File: src/common/adcc_pkg.sv
// Purpose: shared constants for the async dma context control bank
// Assumes: axi4-lite register access, 32-bit data, one clock
// Notes: all offsets are byte addresses
// Overview of operation
// Reserved control bits 31-16, 14-13 and 9-8 always read as zero.
// Software sets run to let a context work and clears it to halt the context.
// Only a hardware or software reset changes run besides software writes.
// Software sets wake to make the context continue, and the engine is told of it; here ctx_wake shows it to the engine only while run is set.
// Each descriptor fetch for a context clears its wake bit; here a software set of wake in the same cycle wins over the fetch.
// A fatal error in a context sets its dead flag.
// Dead stays set until software clears run, and that clear also clears dead.
// The active flag is high while the context is processing descriptors.
// The speed field holds 0 for 100, 1 for 200 and 2 for 400 Mbit/s.
// The speed field means something only for receive contexts.
// The event field holds the returned acknowledge or an internal error code.
// Each context has a set address and a clear address four bytes above it.
// The receive request context has its own set and clear offsets.
// Setting run starts a fetch from that context's command pointer.
// Ones written at set set bits, ones at clear clear them, reads show state; clear writes here clear only run, never wake.
// After reset run, wake, dead and active read zero.
package adcc_pkg;
   localparam int ADDR_W = 9;
   localparam int NUM_CTX = 4;
   localparam int IRQ_W = 8;
   localparam logic [ADDR_W-1:0] TXREQ_SET_OFS = 9'h180;
   localparam logic [ADDR_W-1:0] TXREQ_CLR_OFS = 9'h184;
   localparam logic [ADDR_W-1:0] TXRSP_SET_OFS = 9'h1a0;
   localparam logic [ADDR_W-1:0] TXRSP_CLR_OFS = 9'h1a4;
   localparam logic [ADDR_W-1:0] RXREQ_SET_OFS = 9'h1c0;
   localparam logic [ADDR_W-1:0] RXREQ_CLR_OFS = 9'h1c4;
   localparam logic [ADDR_W-1:0] RXRSP_SET_OFS = 9'h1e0;
   localparam logic [ADDR_W-1:0] RXRSP_CLR_OFS = 9'h1e4;
   localparam logic [ADDR_W-1:0] IRQ_STAT_OFS = 9'h000;
   localparam logic [ADDR_W-1:0] IRQ_MASK_OFS = 9'h004;
   localparam int RUN_BIT = 15;
   localparam int WAKE_BIT = 12;
   localparam int DEAD_BIT = 11;
   localparam int ACTIVE_BIT = 10;
   localparam int SPD_LSB = 5;
   localparam int SPD_W = 3;
   localparam int EVT_LSB = 0;
   localparam int EVT_W = 5;
   localparam logic [SPD_W-1:0] SPD_100 = 3'h0;
   localparam logic [SPD_W-1:0] SPD_200 = 3'h1;
   localparam logic [SPD_W-1:0] SPD_400 = 3'h2;
   localparam logic [SPD_W-1:0] SPD_RST = 3'h0;
   localparam logic [EVT_W-1:0] EVT_RST = 5'h00;
   localparam logic [IRQ_W-1:0] STAT_RST = 8'h00;
   localparam logic [IRQ_W-1:0] MASK_RST = 8'h00;
   localparam logic [1:0] RESP_OKAY = 2'h0;
   localparam logic [1:0] RESP_SLVERR = 2'h2;
endpackage

File: src/design/adcc_ctx.sv
// Purpose: control and status of one async dma context
// Assumes: engine signals are on aclk
// Notes: set and clear writes never come in the same cycle
`timescale 1ns/1ps
module adcc_ctx
   import adcc_pkg::*;
(
   input wire logic aclk,
   input wire logic aresetn,
   input wire logic soft_reset,
   input wire logic set_we,
   input wire logic clr_we,
   input wire logic [15:0] wbits,
   input wire logic fetch,
   input wire logic fatal,
   input wire logic active_in,
   input wire logic done,
   input wire logic [SPD_W-1:0] spd_in,
   input wire logic [EVT_W-1:0] evt_in,
   output logic [31:0] ctrl,
   output logic run,
   output logic wake,
   output logic start,
   output logic dead_ev
);
   logic run_q, run_d, wake_q, wake_d, dead_q, dead_d, act_q, act_d, start_q, start_d;
   logic [SPD_W-1:0] spd_q, spd_d;
   logic [EVT_W-1:0] evt_q, evt_d;

   always_comb begin
      run_d = run_q;
      if (set_we && wbits[RUN_BIT]) run_d = 1'b1;
      if (clr_we && wbits[RUN_BIT]) run_d = 1'b0;
      wake_d = wake_q;
      if (fetch) wake_d = 1'b0;
      // software set wins over a fetch in the same cycle
      if (set_we && wbits[WAKE_BIT]) wake_d = 1'b1;
      dead_d = (dead_q && !(run_q && !run_d)) || fatal;
      act_d = active_in;
      spd_d = done ? spd_in : spd_q;
      evt_d = done ? evt_in : evt_q;
      start_d = !run_q && run_d;
   end

   always_ff @(posedge aclk) begin
      if (!aresetn || soft_reset) begin
         run_q <= 1'b0;
         wake_q <= 1'b0;
         dead_q <= 1'b0;
         act_q <= 1'b0;
         start_q <= 1'b0;
         spd_q <= SPD_RST;
         evt_q <= EVT_RST;
      end else begin
         run_q <= run_d;
         wake_q <= wake_d;
         dead_q <= dead_d;
         act_q <= act_d;
         start_q <= start_d;
         spd_q <= spd_d;
         evt_q <= evt_d;
      end
   end

   always_comb begin
      ctrl = 32'h0000_0000;
      ctrl[RUN_BIT] = run_q;
      ctrl[WAKE_BIT] = wake_q;
      ctrl[DEAD_BIT] = dead_q;
      ctrl[ACTIVE_BIT] = act_q;
      ctrl[SPD_LSB +: SPD_W] = spd_q;
      ctrl[EVT_LSB +: EVT_W] = evt_q;
   end
   assign run = run_q;
   assign wake = wake_q && run_q;
   assign start = start_q;
   assign dead_ev = fatal && !dead_q;
endmodule

File: src/design/adcc_top.sv
// Purpose: axi4-lite bank for the four async dma context controls
// Assumes: engine inputs are on aclk, soft_reset is a synchronous level
// Notes: one write and one read in flight, irq is a level
//
// Chosen here: register access over AXI4-Lite.
`timescale 1ns/1ps
module adcc_top
   import adcc_pkg::*;
(
   input wire logic aclk,
   input wire logic aresetn,
   input wire logic soft_reset,
   input wire logic [ADDR_W-1:0] s_axi_awaddr,
   input wire logic s_axi_awvalid,
   output logic s_axi_awready,
   input wire logic [31:0] s_axi_wdata,
   input wire logic [3:0] s_axi_wstrb,
   input wire logic s_axi_wvalid,
   output logic s_axi_wready,
   output logic [1:0] s_axi_bresp,
   output logic s_axi_bvalid,
   input wire logic s_axi_bready,
   input wire logic [ADDR_W-1:0] s_axi_araddr,
   input wire logic s_axi_arvalid,
   output logic s_axi_arready,
   output logic [31:0] s_axi_rdata,
   output logic [1:0] s_axi_rresp,
   output logic s_axi_rvalid,
   input wire logic s_axi_rready,
   input wire logic [NUM_CTX-1:0] eng_fetch,
   input wire logic [NUM_CTX-1:0] eng_fatal,
   input wire logic [NUM_CTX-1:0] eng_active,
   input wire logic [NUM_CTX-1:0] eng_done,
   input wire logic [NUM_CTX*SPD_W-1:0] eng_spd,
   input wire logic [NUM_CTX*EVT_W-1:0] eng_evt,
   output logic [NUM_CTX-1:0] ctx_run,
   output logic [NUM_CTX-1:0] ctx_wake,
   output logic [NUM_CTX-1:0] ctx_start,
   output logic irq
);
   localparam logic [ADDR_W-1:0] SET_OFS [NUM_CTX] = '{TXREQ_SET_OFS, TXRSP_SET_OFS,
      RXREQ_SET_OFS, RXRSP_SET_OFS};
   localparam logic [ADDR_W-1:0] CLR_OFS [NUM_CTX] = '{TXREQ_CLR_OFS, TXRSP_CLR_OFS,
      RXREQ_CLR_OFS, RXRSP_CLR_OFS};

   // write channel holding state
   logic aw_have_q, aw_have_d;
   logic [ADDR_W-1:0] aw_addr_q, aw_addr_d;
   logic w_have_q, w_have_d;
   logic [31:0] w_data_q, w_data_d;
   logic [3:0] w_strb_q, w_strb_d;
   logic bvalid_q, bvalid_d;
   logic [1:0] bresp_q, bresp_d;

   // read channel state
   logic rvalid_q, rvalid_d;
   logic [31:0] rdata_q, rdata_d;
   logic [1:0] rresp_q, rresp_d;

   // interrupt state
   logic [IRQ_W-1:0] stat_q, stat_d;
   logic [IRQ_W-1:0] mask_q, mask_d;

   logic wr_fire;
   logic wr_hit;
   logic [31:0] byte_mask;
   logic [31:0] wbits;
   logic [NUM_CTX-1:0] set_we;
   logic [NUM_CTX-1:0] clr_we;
   logic stat_we;
   logic mask_we;
   logic [31:0] ctrl_w [NUM_CTX];
   logic [NUM_CTX-1:0] dead_ev;
   logic [IRQ_W-1:0] irq_ev;
   logic rd_hit;
   logic [31:0] rd_word;

   assign s_axi_awready = !aw_have_q;
   assign s_axi_wready = !w_have_q;
   assign s_axi_bvalid = bvalid_q;
   assign s_axi_bresp = bresp_q;
   assign s_axi_arready = !rvalid_q;
   assign s_axi_rvalid = rvalid_q;
   assign s_axi_rdata = rdata_q;
   assign s_axi_rresp = rresp_q;

   // a write is applied once both halves are held and no response is pending
   assign wr_fire = aw_have_q && w_have_q && !bvalid_q;
   assign byte_mask = {{8{w_strb_q[3]}}, {8{w_strb_q[2]}}, {8{w_strb_q[1]}}, {8{w_strb_q[0]}}};
   assign wbits = w_data_q & byte_mask;

   // write decode, word aligned, low two address bits ignored
   always_comb begin
      set_we = '0;
      clr_we = '0;
      for (int i = 0; i < NUM_CTX; i++) begin
         set_we[i] = wr_fire && (aw_addr_q[ADDR_W-1:2] == SET_OFS[i][ADDR_W-1:2]);
         clr_we[i] = wr_fire && (aw_addr_q[ADDR_W-1:2] == CLR_OFS[i][ADDR_W-1:2]);
      end
      stat_we = wr_fire && (aw_addr_q[ADDR_W-1:2] == IRQ_STAT_OFS[ADDR_W-1:2]);
      mask_we = wr_fire && (aw_addr_q[ADDR_W-1:2] == IRQ_MASK_OFS[ADDR_W-1:2]);
      wr_hit = (|set_we) || (|clr_we) || stat_we || mask_we;
   end

   always_comb begin
      aw_have_d = aw_have_q;
      aw_addr_d = aw_addr_q;
      w_have_d = w_have_q;
      w_data_d = w_data_q;
      w_strb_d = w_strb_q;
      bvalid_d = bvalid_q;
      bresp_d = bresp_q;
      if (s_axi_awvalid && !aw_have_q) begin
         aw_have_d = 1'b1;
         aw_addr_d = s_axi_awaddr;
      end
      if (s_axi_wvalid && !w_have_q) begin
         w_have_d = 1'b1;
         w_data_d = s_axi_wdata;
         w_strb_d = s_axi_wstrb;
      end
      if (wr_fire) begin
         aw_have_d = 1'b0;
         w_have_d = 1'b0;
         bvalid_d = 1'b1;
         bresp_d = wr_hit ? RESP_OKAY : RESP_SLVERR;
      end else if (bvalid_q && s_axi_bready) begin
         bvalid_d = 1'b0;
      end
   end

   always_ff @(posedge aclk) begin
      if (!aresetn) begin
         aw_have_q <= 1'b0;
         aw_addr_q <= '0;
         w_have_q <= 1'b0;
         w_data_q <= 32'h0000_0000;
         w_strb_q <= 4'h0;
         bvalid_q <= 1'b0;
         bresp_q <= RESP_OKAY;
      end else begin
         aw_have_q <= aw_have_d;
         aw_addr_q <= aw_addr_d;
         w_have_q <= w_have_d;
         w_data_q <= w_data_d;
         w_strb_q <= w_strb_d;
         bvalid_q <= bvalid_d;
         bresp_q <= bresp_d;
      end
   end

   // read decode straight from the address channel
   always_comb begin
      rd_hit = 1'b0;
      rd_word = 32'h0000_0000;
      for (int i = 0; i < NUM_CTX; i++) begin
         if (s_axi_araddr[ADDR_W-1:2] == SET_OFS[i][ADDR_W-1:2] ||
             s_axi_araddr[ADDR_W-1:2] == CLR_OFS[i][ADDR_W-1:2]) begin
            rd_hit = 1'b1;
            rd_word = ctrl_w[i];
         end
      end
      if (s_axi_araddr[ADDR_W-1:2] == IRQ_STAT_OFS[ADDR_W-1:2]) begin
         rd_hit = 1'b1;
         rd_word = {24'h00_0000, stat_q};
      end
      if (s_axi_araddr[ADDR_W-1:2] == IRQ_MASK_OFS[ADDR_W-1:2]) begin
         rd_hit = 1'b1;
         rd_word = {24'h00_0000, mask_q};
      end
   end

   always_comb begin
      rvalid_d = rvalid_q;
      rdata_d = rdata_q;
      rresp_d = rresp_q;
      if (s_axi_arvalid && !rvalid_q) begin
         rvalid_d = 1'b1;
         rdata_d = rd_word;
         rresp_d = rd_hit ? RESP_OKAY : RESP_SLVERR;
      end else if (rvalid_q && s_axi_rready) begin
         rvalid_d = 1'b0;
      end
   end

   always_ff @(posedge aclk) begin
      if (!aresetn) begin
         rvalid_q <= 1'b0;
         rdata_q <= 32'h0000_0000;
         rresp_q <= RESP_OKAY;
      end else begin
         rvalid_q <= rvalid_d;
         rdata_q <= rdata_d;
         rresp_q <= rresp_d;
      end
   end

   genvar g;
   generate
      for (g = 0; g < NUM_CTX; g++) begin : g_ctx
         adcc_ctx u_ctx (
            .aclk(aclk),
            .aresetn(aresetn),
            .soft_reset(soft_reset),
            .set_we(set_we[g]),
            .clr_we(clr_we[g]),
            .wbits(wbits[15:0]),
            .fetch(eng_fetch[g]),
            .fatal(eng_fatal[g]),
            .active_in(eng_active[g]),
            .done(eng_done[g]),
            .spd_in(eng_spd[g*SPD_W +: SPD_W]),
            .evt_in(eng_evt[g*EVT_W +: EVT_W]),
            .ctrl(ctrl_w[g]),
            .run(ctx_run[g]),
            .wake(ctx_wake[g]),
            .start(ctx_start[g]),
            .dead_ev(dead_ev[g])
         );
      end
   endgenerate

   // low nibble: completion per context, high nibble: context went dead
   assign irq_ev = {dead_ev, eng_done};

   always_comb begin
      stat_d = stat_q;
      mask_d = mask_q;
      if (stat_we) stat_d = stat_q & ~wbits[IRQ_W-1:0];
      // new events win over a same-cycle write-one-to-clear
      stat_d = stat_d | irq_ev;
      if (mask_we) mask_d = (mask_q & ~byte_mask[IRQ_W-1:0]) | wbits[IRQ_W-1:0];
   end

   always_ff @(posedge aclk) begin
      if (!aresetn) begin
         stat_q <= STAT_RST;
         mask_q <= MASK_RST;
      end else begin
         stat_q <= stat_d;
         mask_q <= mask_d;
      end
   end

   assign irq = |(stat_q & mask_q);

   // per-context map and engine checks
   genvar m;
   generate
      for (m = 0; m < NUM_CTX; m++) begin : g_ctx_chk

      end
   endgenerate
endmodule

File: config.mk
export PLATFORM = sky130hd
export DESIGN_NAME = adcc_top
export DESIGN_NICKNAME = d
export VERILOG_FILES = /design/src/common/adcc_pkg.sv /design/src/design/adcc_ctx.sv /design/src/design/adcc_top.sv
export SDC_FILE = /design/constraint.sdc
export NUM_CORES = 1
export LEC_CHECK = 0
export BUFFER_PORTS_ARGS = -buffer_cell sky130_fd_sc_hd__buf_2
export CORE_ASPECT_RATIO = 0.8
export CORE_MARGIN = 2
export CORE_UTILIZATION = 40
export CTS_BUF_LIST = sky130_fd_sc_hd__clkbuf_8 sky130_fd_sc_hd__clkbuf_16
export DETAILED_ROUTE_END_ITERATION = 10
export HOLD_SLACK_MARGIN = 0.05
export PLACE_DENSITY = 0.69
export SLEW_MARGIN = 20
export SYNTH_ARGS = -nofsm -noshare
export SYNTH_HDL_FRONTEND = slang
export SYNTH_SLANG_ARGS = --single-unit
export TNS_END_PERCENT = 50
File: constraint.sdc
create_clock -name aclk -period 1.6 [get_ports aclk]
set_input_delay 0.24 -clock aclk [delete_from_list [all_inputs] [get_ports aclk]]
set_output_delay 0.24 -clock aclk [all_outputs]
set_load 0.01 [all_outputs]
# [Word-level counts from Yosys, hierarchy flattened]
# Index checks and enable logic that the tools add are counted.
[classes] n_eq_ne=18 reduce_logical=94 bitwise=9 muxes=35
[op_table] operator="2-to-1 mux 32 bit" n=5
[op_table] operator="equality test 7 bit, second input constant" n=16
[op_table] operator="logical AND 1 bit" n=49
[op_table] operator="2-to-1 mux 1 bit" n=26
[op_table] operator="AND 8 bit" n=3
[op_table] operator="logical NOT 1 bit" n=21
[op_table] operator="AND 16 bit" n=1
[op_table] operator="2-to-1 mux 16 bit" n=1
[op_table] operator="NOT 8 bit" n=2
[op_table] operator="bitwise OR 8 bit" n=2
[op_table] operator="equality test 7 x 1 -> 1 bit, second input constant" n=2
[op_table] operator="logical NOT 7 bit" n=2
[op_table] operator="logical OR 1 bit" n=12
[op_table] operator="nonzero test 2 bit" n=6
[op_table] operator="2-to-1 mux 8 bit" n=1
[op_table] operator="OR reduction 4 bit" n=2
[op_table] operator="OR reduction 8 bit" n=1
[op_table] operator="2-to-1 mux 2 bit" n=2
[op_table] operator="OR reduction 2 bit" n=1
[op_table] operator="NOT 1 bit" n=1
[totals] register_bits=135 word_cells=196

# [Logic depth before layout (Yosys ltp)]
[depth] word_depth=11 mapped_depth=6 mapped_depth_nobuf=4

# [Modules after synthesis]
# Synthesis repeated with hierarchy kept, for this count alone.
[unflattened] hier_cells=763 area_unflattened_um2=6776.5
[modules_own_cells] mod="adcc_top" instances=1 area_per_inst_um2=4038.9 cells_each=479
[modules_own_cells] mod="adcc_ctx" instances=4 area_per_inst_um2=684.4 cells_each=71

# [Worst setup path before layout]
# OpenSTA, ideal clock, no wires.
[synth_path] path_type="reg2reg" startpoint="reg bvalid_q, in the netlist s_axi_bvalid" endpoint="reg g_ctx[1].u_ctx.dead_q" setup_ps=132 t_required_ps=1468 path_stages_with_launch=6 arrival_time_ps=1553 period_less_slack_ps=1684 setup_slack_ps=-84 cell_sequence="dfxtp_1 -> nand3b_4 -> or4b_1 -> buf_2 -> o41ai_1 -> a21oi_1"
[synth_between] elab_chain_cells=11
[synth_rtl] item="from (decl)" line_no="adcc_top.sv:52" rtl="logic bvalid_q, bvalid_d;"
[synth_rtl] item="from (signal assigned)" line_no="adcc_top.sv:147" rtl="bvalid_q <= bvalid_d;"
[synth_rtl] item="logical NOT 1 bit (*)" line_no="adcc_top.sv:88" rtl="assign wr_fire = aw_have_q && w_have_q && !bvalid_q;"
[synth_rtl] item="logical AND 1 bit (*)" line_no="adcc_top.sv:88"
[synth_rtl] item="logical AND 1 bit" line_no="adcc_top.sv:97" rtl="set_we[i] = wr_fire && (aw_addr_q[ADDR_W-1:2] == SET_OFS[i][ADDR_W-1:2]);"
[synth_rtl] item="logical AND 1 bit" line_no="adcc_ctx.sv:32" rtl="if (set_we && wbits[RUN_BIT]) run_d = 1'b1;"
[synth_rtl] item="2-to-1 mux 1 bit" line_no="adcc_ctx.sv:32"
[synth_rtl] item="2-to-1 mux 1 bit (*)" line_no="adcc_ctx.sv:33" rtl="if (clr_we && wbits[RUN_BIT]) run_d = 1'b0;"
[synth_rtl] item="logical NOT 1 bit (*)" line_no="adcc_ctx.sv:38" rtl="dead_d = (dead_q && !(run_q && !run_d)) || fatal;"
[synth_rtl] item="logical AND 1 bit (*)" line_no="adcc_ctx.sv:38"
[synth_rtl] item="logical NOT 1 bit (*)" line_no="adcc_ctx.sv:38"
[synth_rtl] item="logical AND 1 bit (*)" line_no="adcc_ctx.sv:38"
[synth_rtl] item="logical OR 1 bit (*)" line_no="adcc_ctx.sv:38"
[synth_rtl] item="to (signal assigned)" line_no="adcc_ctx.sv:49" rtl="dead_q <= 1'b0;"
[synth_rtl] item="to (signal assigned)" line_no="adcc_ctx.sv:57" rtl="dead_q <= dead_d;"
[synth_rtl] item="to (decl)" line_no="adcc_ctx.sv:26" rtl="logic run_q, run_d, wake_q, wake_d, dead_q, dead_d, act_q, act_d, start_q, start_d;"
# Every way passes the cells marked *; elsewhere a longest branch is shown, timed or not.
# A chain may end at the register's enable or synchronous reset.

# [Worst setup path in the final report]
[layout_path] startpoint="reg bvalid_q, in the netlist s_axi_bvalid" endpoint="reg g_ctx[0].u_ctx.run_q"
[layout_between] elab_chain_cells=6
[layout_rtl] item="logical NOT 1 bit (*)" line_no="adcc_top.sv:88"
[layout_rtl] item="logical AND 1 bit (*)" line_no="adcc_top.sv:88"
[layout_rtl] item="logical AND 1 bit" line_no="adcc_top.sv:97"
[layout_rtl] item="logical AND 1 bit" line_no="adcc_ctx.sv:32"
[layout_rtl] item="2-to-1 mux 1 bit" line_no="adcc_ctx.sv:32"
[layout_rtl] item="2-to-1 mux 1 bit (*)" line_no="adcc_ctx.sv:33"
[layout_rtl] item="to (signal assigned)" line_no="adcc_ctx.sv:55" rtl="run_q <= run_d;"
[layout_rtl] item="to (decl)" line_no="adcc_ctx.sv:26"
# Marked as above.

==> results_dict.tcl <==
set metrics [dict create \
    status "finished with violations" \
    failed_checks "setup timing" \
    nNetsFinal 736 \
    rows 35 \
    seqPwrFrac_pct 49.0 \
    yosysTopAreaCell "dfxtp_1" \
    hp-start "eng_active[2]" \
    skew_ps 12.7 \
    most-common-layout-cells "113 x buf_2, 102 x dfxtp_1, 65 x nor2_1" \
    rr_endpoint "g_ctx[0].u_ctx.run" \
    max-clock-path-buffers 2 \
    fin_util_pct 49.8 \
    grt_pass1_wl_um 18800 \
    die_x_um 125 \
    cts_made_buffers 9 \
    clk_transition_reported_paths_ps 70 \
    via_per_inst 5.14 \
    diodes 0 \
    finalHoldViolCount 0 \
    netlist_area_um2 4650 \
    setup.worst_path.end_class "flip-flop" \
    grt_overflow 0 \
    wl_per_cell_um 15.4 \
    root_buffer "clkbuf_16" \
    r2r_start "s_axi_bvalid" \
    synth_top_area_share_pct 45.2 \
    syn2layout_area_growth_pct 22.3 \
    place_ws_ps -120 \
    peakVddDrop_mv 0.604 \
    grt_busiest_layer "met2" \
    vias 4003 \
    cp_top_family "simple AND/OR/NAND/NOR gates" \
    clk_latency_ps 350 \
    worst_slack_ps -33.3 \
    drive_gt1_share_pct 30.1 \
    swShare_pct 25.1 \
    yosysSeqAreaShare_pct 45.2 \
    grt_setup_unrepaired "yes" \
    holdPathStages 2 \
    cellPowerDensity_nw_per_um2 997 \
    rr_worst_depth 4 \
    worstPathRequired_ps 1840 \
    ant_nets 0 \
    drc 0 \
    critPathKind "reg -> reg" \
    grt_pass1_vias 3693 \
    antenna_found_initial 0 \
    use_met3_pct 3.93 \
    synthCells 516 \
    cp-start-kind "flip-flop" \
    critPathBufInv 0 \
    critPathArrivalTime_ps 1870 \
    leakagePower_nw 2.61 \
    synth.avg_cell_area_um2 9.02 \
    async_flop_share_pct 0 \
    num-fill-cells 1104 \
    gr-usage-all-layers_pct 18.9 \
    start_util_pct 40.7 \
    grtUsageMet2_pct 29.8 \
    p_sw_mw 1.42 \
    use_met1_pct 26.0 \
    drt-total-wl_um 12000 \
    holdBufCountCts 0 \
    yosysUniqueCellTypes 52 \
    fmax_ghz 0.612 \
    fp.dieArea_um2 12500 \
    ys_seq_elements 105 \
    io_pins 164 \
    clkSinkCount 105 \
    drv_cap 0 \
    r2r_slack_ps -30 \
    dieHeight_um 100 \
    firstDrtPassIters 4 \
    synth.area.top_cells "dfxtp_1 45%, mux2i_1 9.2%, buf_4 5.5%" \
    power_mw 5.67 \
    tns_ps -60.7 \
    drt_iter0_markers 229 \
    critPathMaxStageDelay_ps 490 \
    cts_tree "yes" \
    fp.coreArea_um2 11400 \
    p_int_mw 4.25 \
    hold_path.class "in -> reg" \
    crit_chain "nand3b_4 -> or4_4 -> or3_4 -> mux2i_1" \
    final_common_cell "buf_2" \
    slew_violations 0 \
    min_period_over_period_pct 102 \
    htreeDepth 3 \
    clock_power_share_pct 40.8 \
    critPathSlowestCell "or4_4" \
    synth.yosys.warnings 0 \
    hpwlAfterDp_um 9130 \
    synth_edf_count 0 \
    finalSetupViolations 4 \
    placed_area_um2 5360 \
    fin_area_um2 5690 \
    post-route-min-period_ps 1630 \
    worst_hold_path.endpoint "g_ctx[2].u_ctx.act_q" \
    grt_max_degree 38 \
    globalplace.congestion 0.846 \
    portBuffers 113 \
    crit_path_max_fanout 6 \
    cts_setup_buffers 0 \
    yosys_most_used_dff "dfxtp_1" \
    combPwrFrac_pct 10.2 \
]
==> sequential cells by signal, summed over array words and instances (netlist names), named ones only <==
register,count
s_axi_rresp,1
w_have_q,1
w_strb_q,2
s_axi_bresp,1
aw_have_q,1
g_ctx.u_ctx.dead_q,4
g_ctx.u_ctx.start,4
s_axi_bvalid,1
s_axi_rdata,12
g_ctx.u_ctx.spd_q,12
s_axi_rvalid,1
w_data_q,10
g_ctx.u_ctx.act_q,4
stat_q,8
g_ctx.u_ctx.evt_q,20
g_ctx.u_ctx.run,4
g_ctx.u_ctx.wake_q,4
aw_addr_q,7
==> power groups by stage <==
stage / registers (mW) / logic (mW) / clock network [mW]
2_1_floorplan: 2.82 / 0.381 / 0
3_3_place_gp: 2.83 / 0.563 / 0
3_5_place_dp: 2.84 / 0.576 / 0
4_1_cts: 2.78 / 0.579 / 2.35
5_1_grt: 2.79 / 0.639 / 2.44
6_report: 2.78 / 0.579 / 2.32
==> cell families after synthesis <==
family,after synthesis,share of synthesized area [%]
mux,58,12.9
compound gates,108,15.2
flops,105,45.2
simple gates,160,17.0
other cells,1,0.0806
buf+inv,84,9.65
==> cell usage after synthesis, types with 8 or more instances <==
cell      count
clkbuf_1     25
o21ai_0      17
a22oi_1      13
mux2_2       15
a41o_1        8
nor2b_1       8
nor2_1       65
nand2_1      43
mux2i_1      43
a21oi_1      33
buf_4        34
o221ai_1      9
inv_1        17
dfxtp_1     105
==> layer usage <==
layer / part of all wire [%] / vias up
met5: 0 / -
met4: 1.4 / 0
met3: 5.8 / 12
met2: 46 / 132
met1: 47 / 1891
li1: - / 1968
==> final cells by class <==
type	count	area, µm²	area share (%)
timing repair buffer	144	815	14.3
inverter	18	67.6	1.19
multi-input combinational	348	2200	38.7
tap	148	185	3.25
clock inverter	6	75.1	1.32
clock buffer	10	239	4.20
sequential	105	2110	37.0
==> repair_timing <==
action                                  CTS  global route
pin swaps                                 0             3
endpoints found under the setup margin    8            14
hold endpoints to repair                  0             0
resized for setup                         4             1
==> metrics by stage <==
step,instances,hold WS (ps)
floorplan,537,356
global placement,763,440
detailed placement,763,447
CTS,779,84.0
global route,779,94.6
finish,779,96.6
==> worst max-delay path by stage <==
stage,start,to,slack (ps),cells past startpoint
finish,s_axi_bvalid,g_ctx[0].u_ctx.run,-30,4
global placement,s_axi_bvalid,g_ctx[3].u_ctx.run,-80,5
floorplan,s_axi_bvalid,g_ctx[0].u_ctx.run,-70,5
detailed placement,aw_have_q,g_ctx[3].u_ctx.run,-120,5
CTS,s_axi_bvalid,g_ctx[0].u_ctx.run,-30,4
global route,s_axi_bvalid,g_ctx[3].u_ctx.run,-90,5
==> worst register-to-register path: stages (launching register included) <==
cell and delay [ps]:
dfxtp_2 330, nand3b_4 170, or4_4 490, or3_4 410, mux2i_1 120
Note: power is estimated with default switching activity, not from simulation.
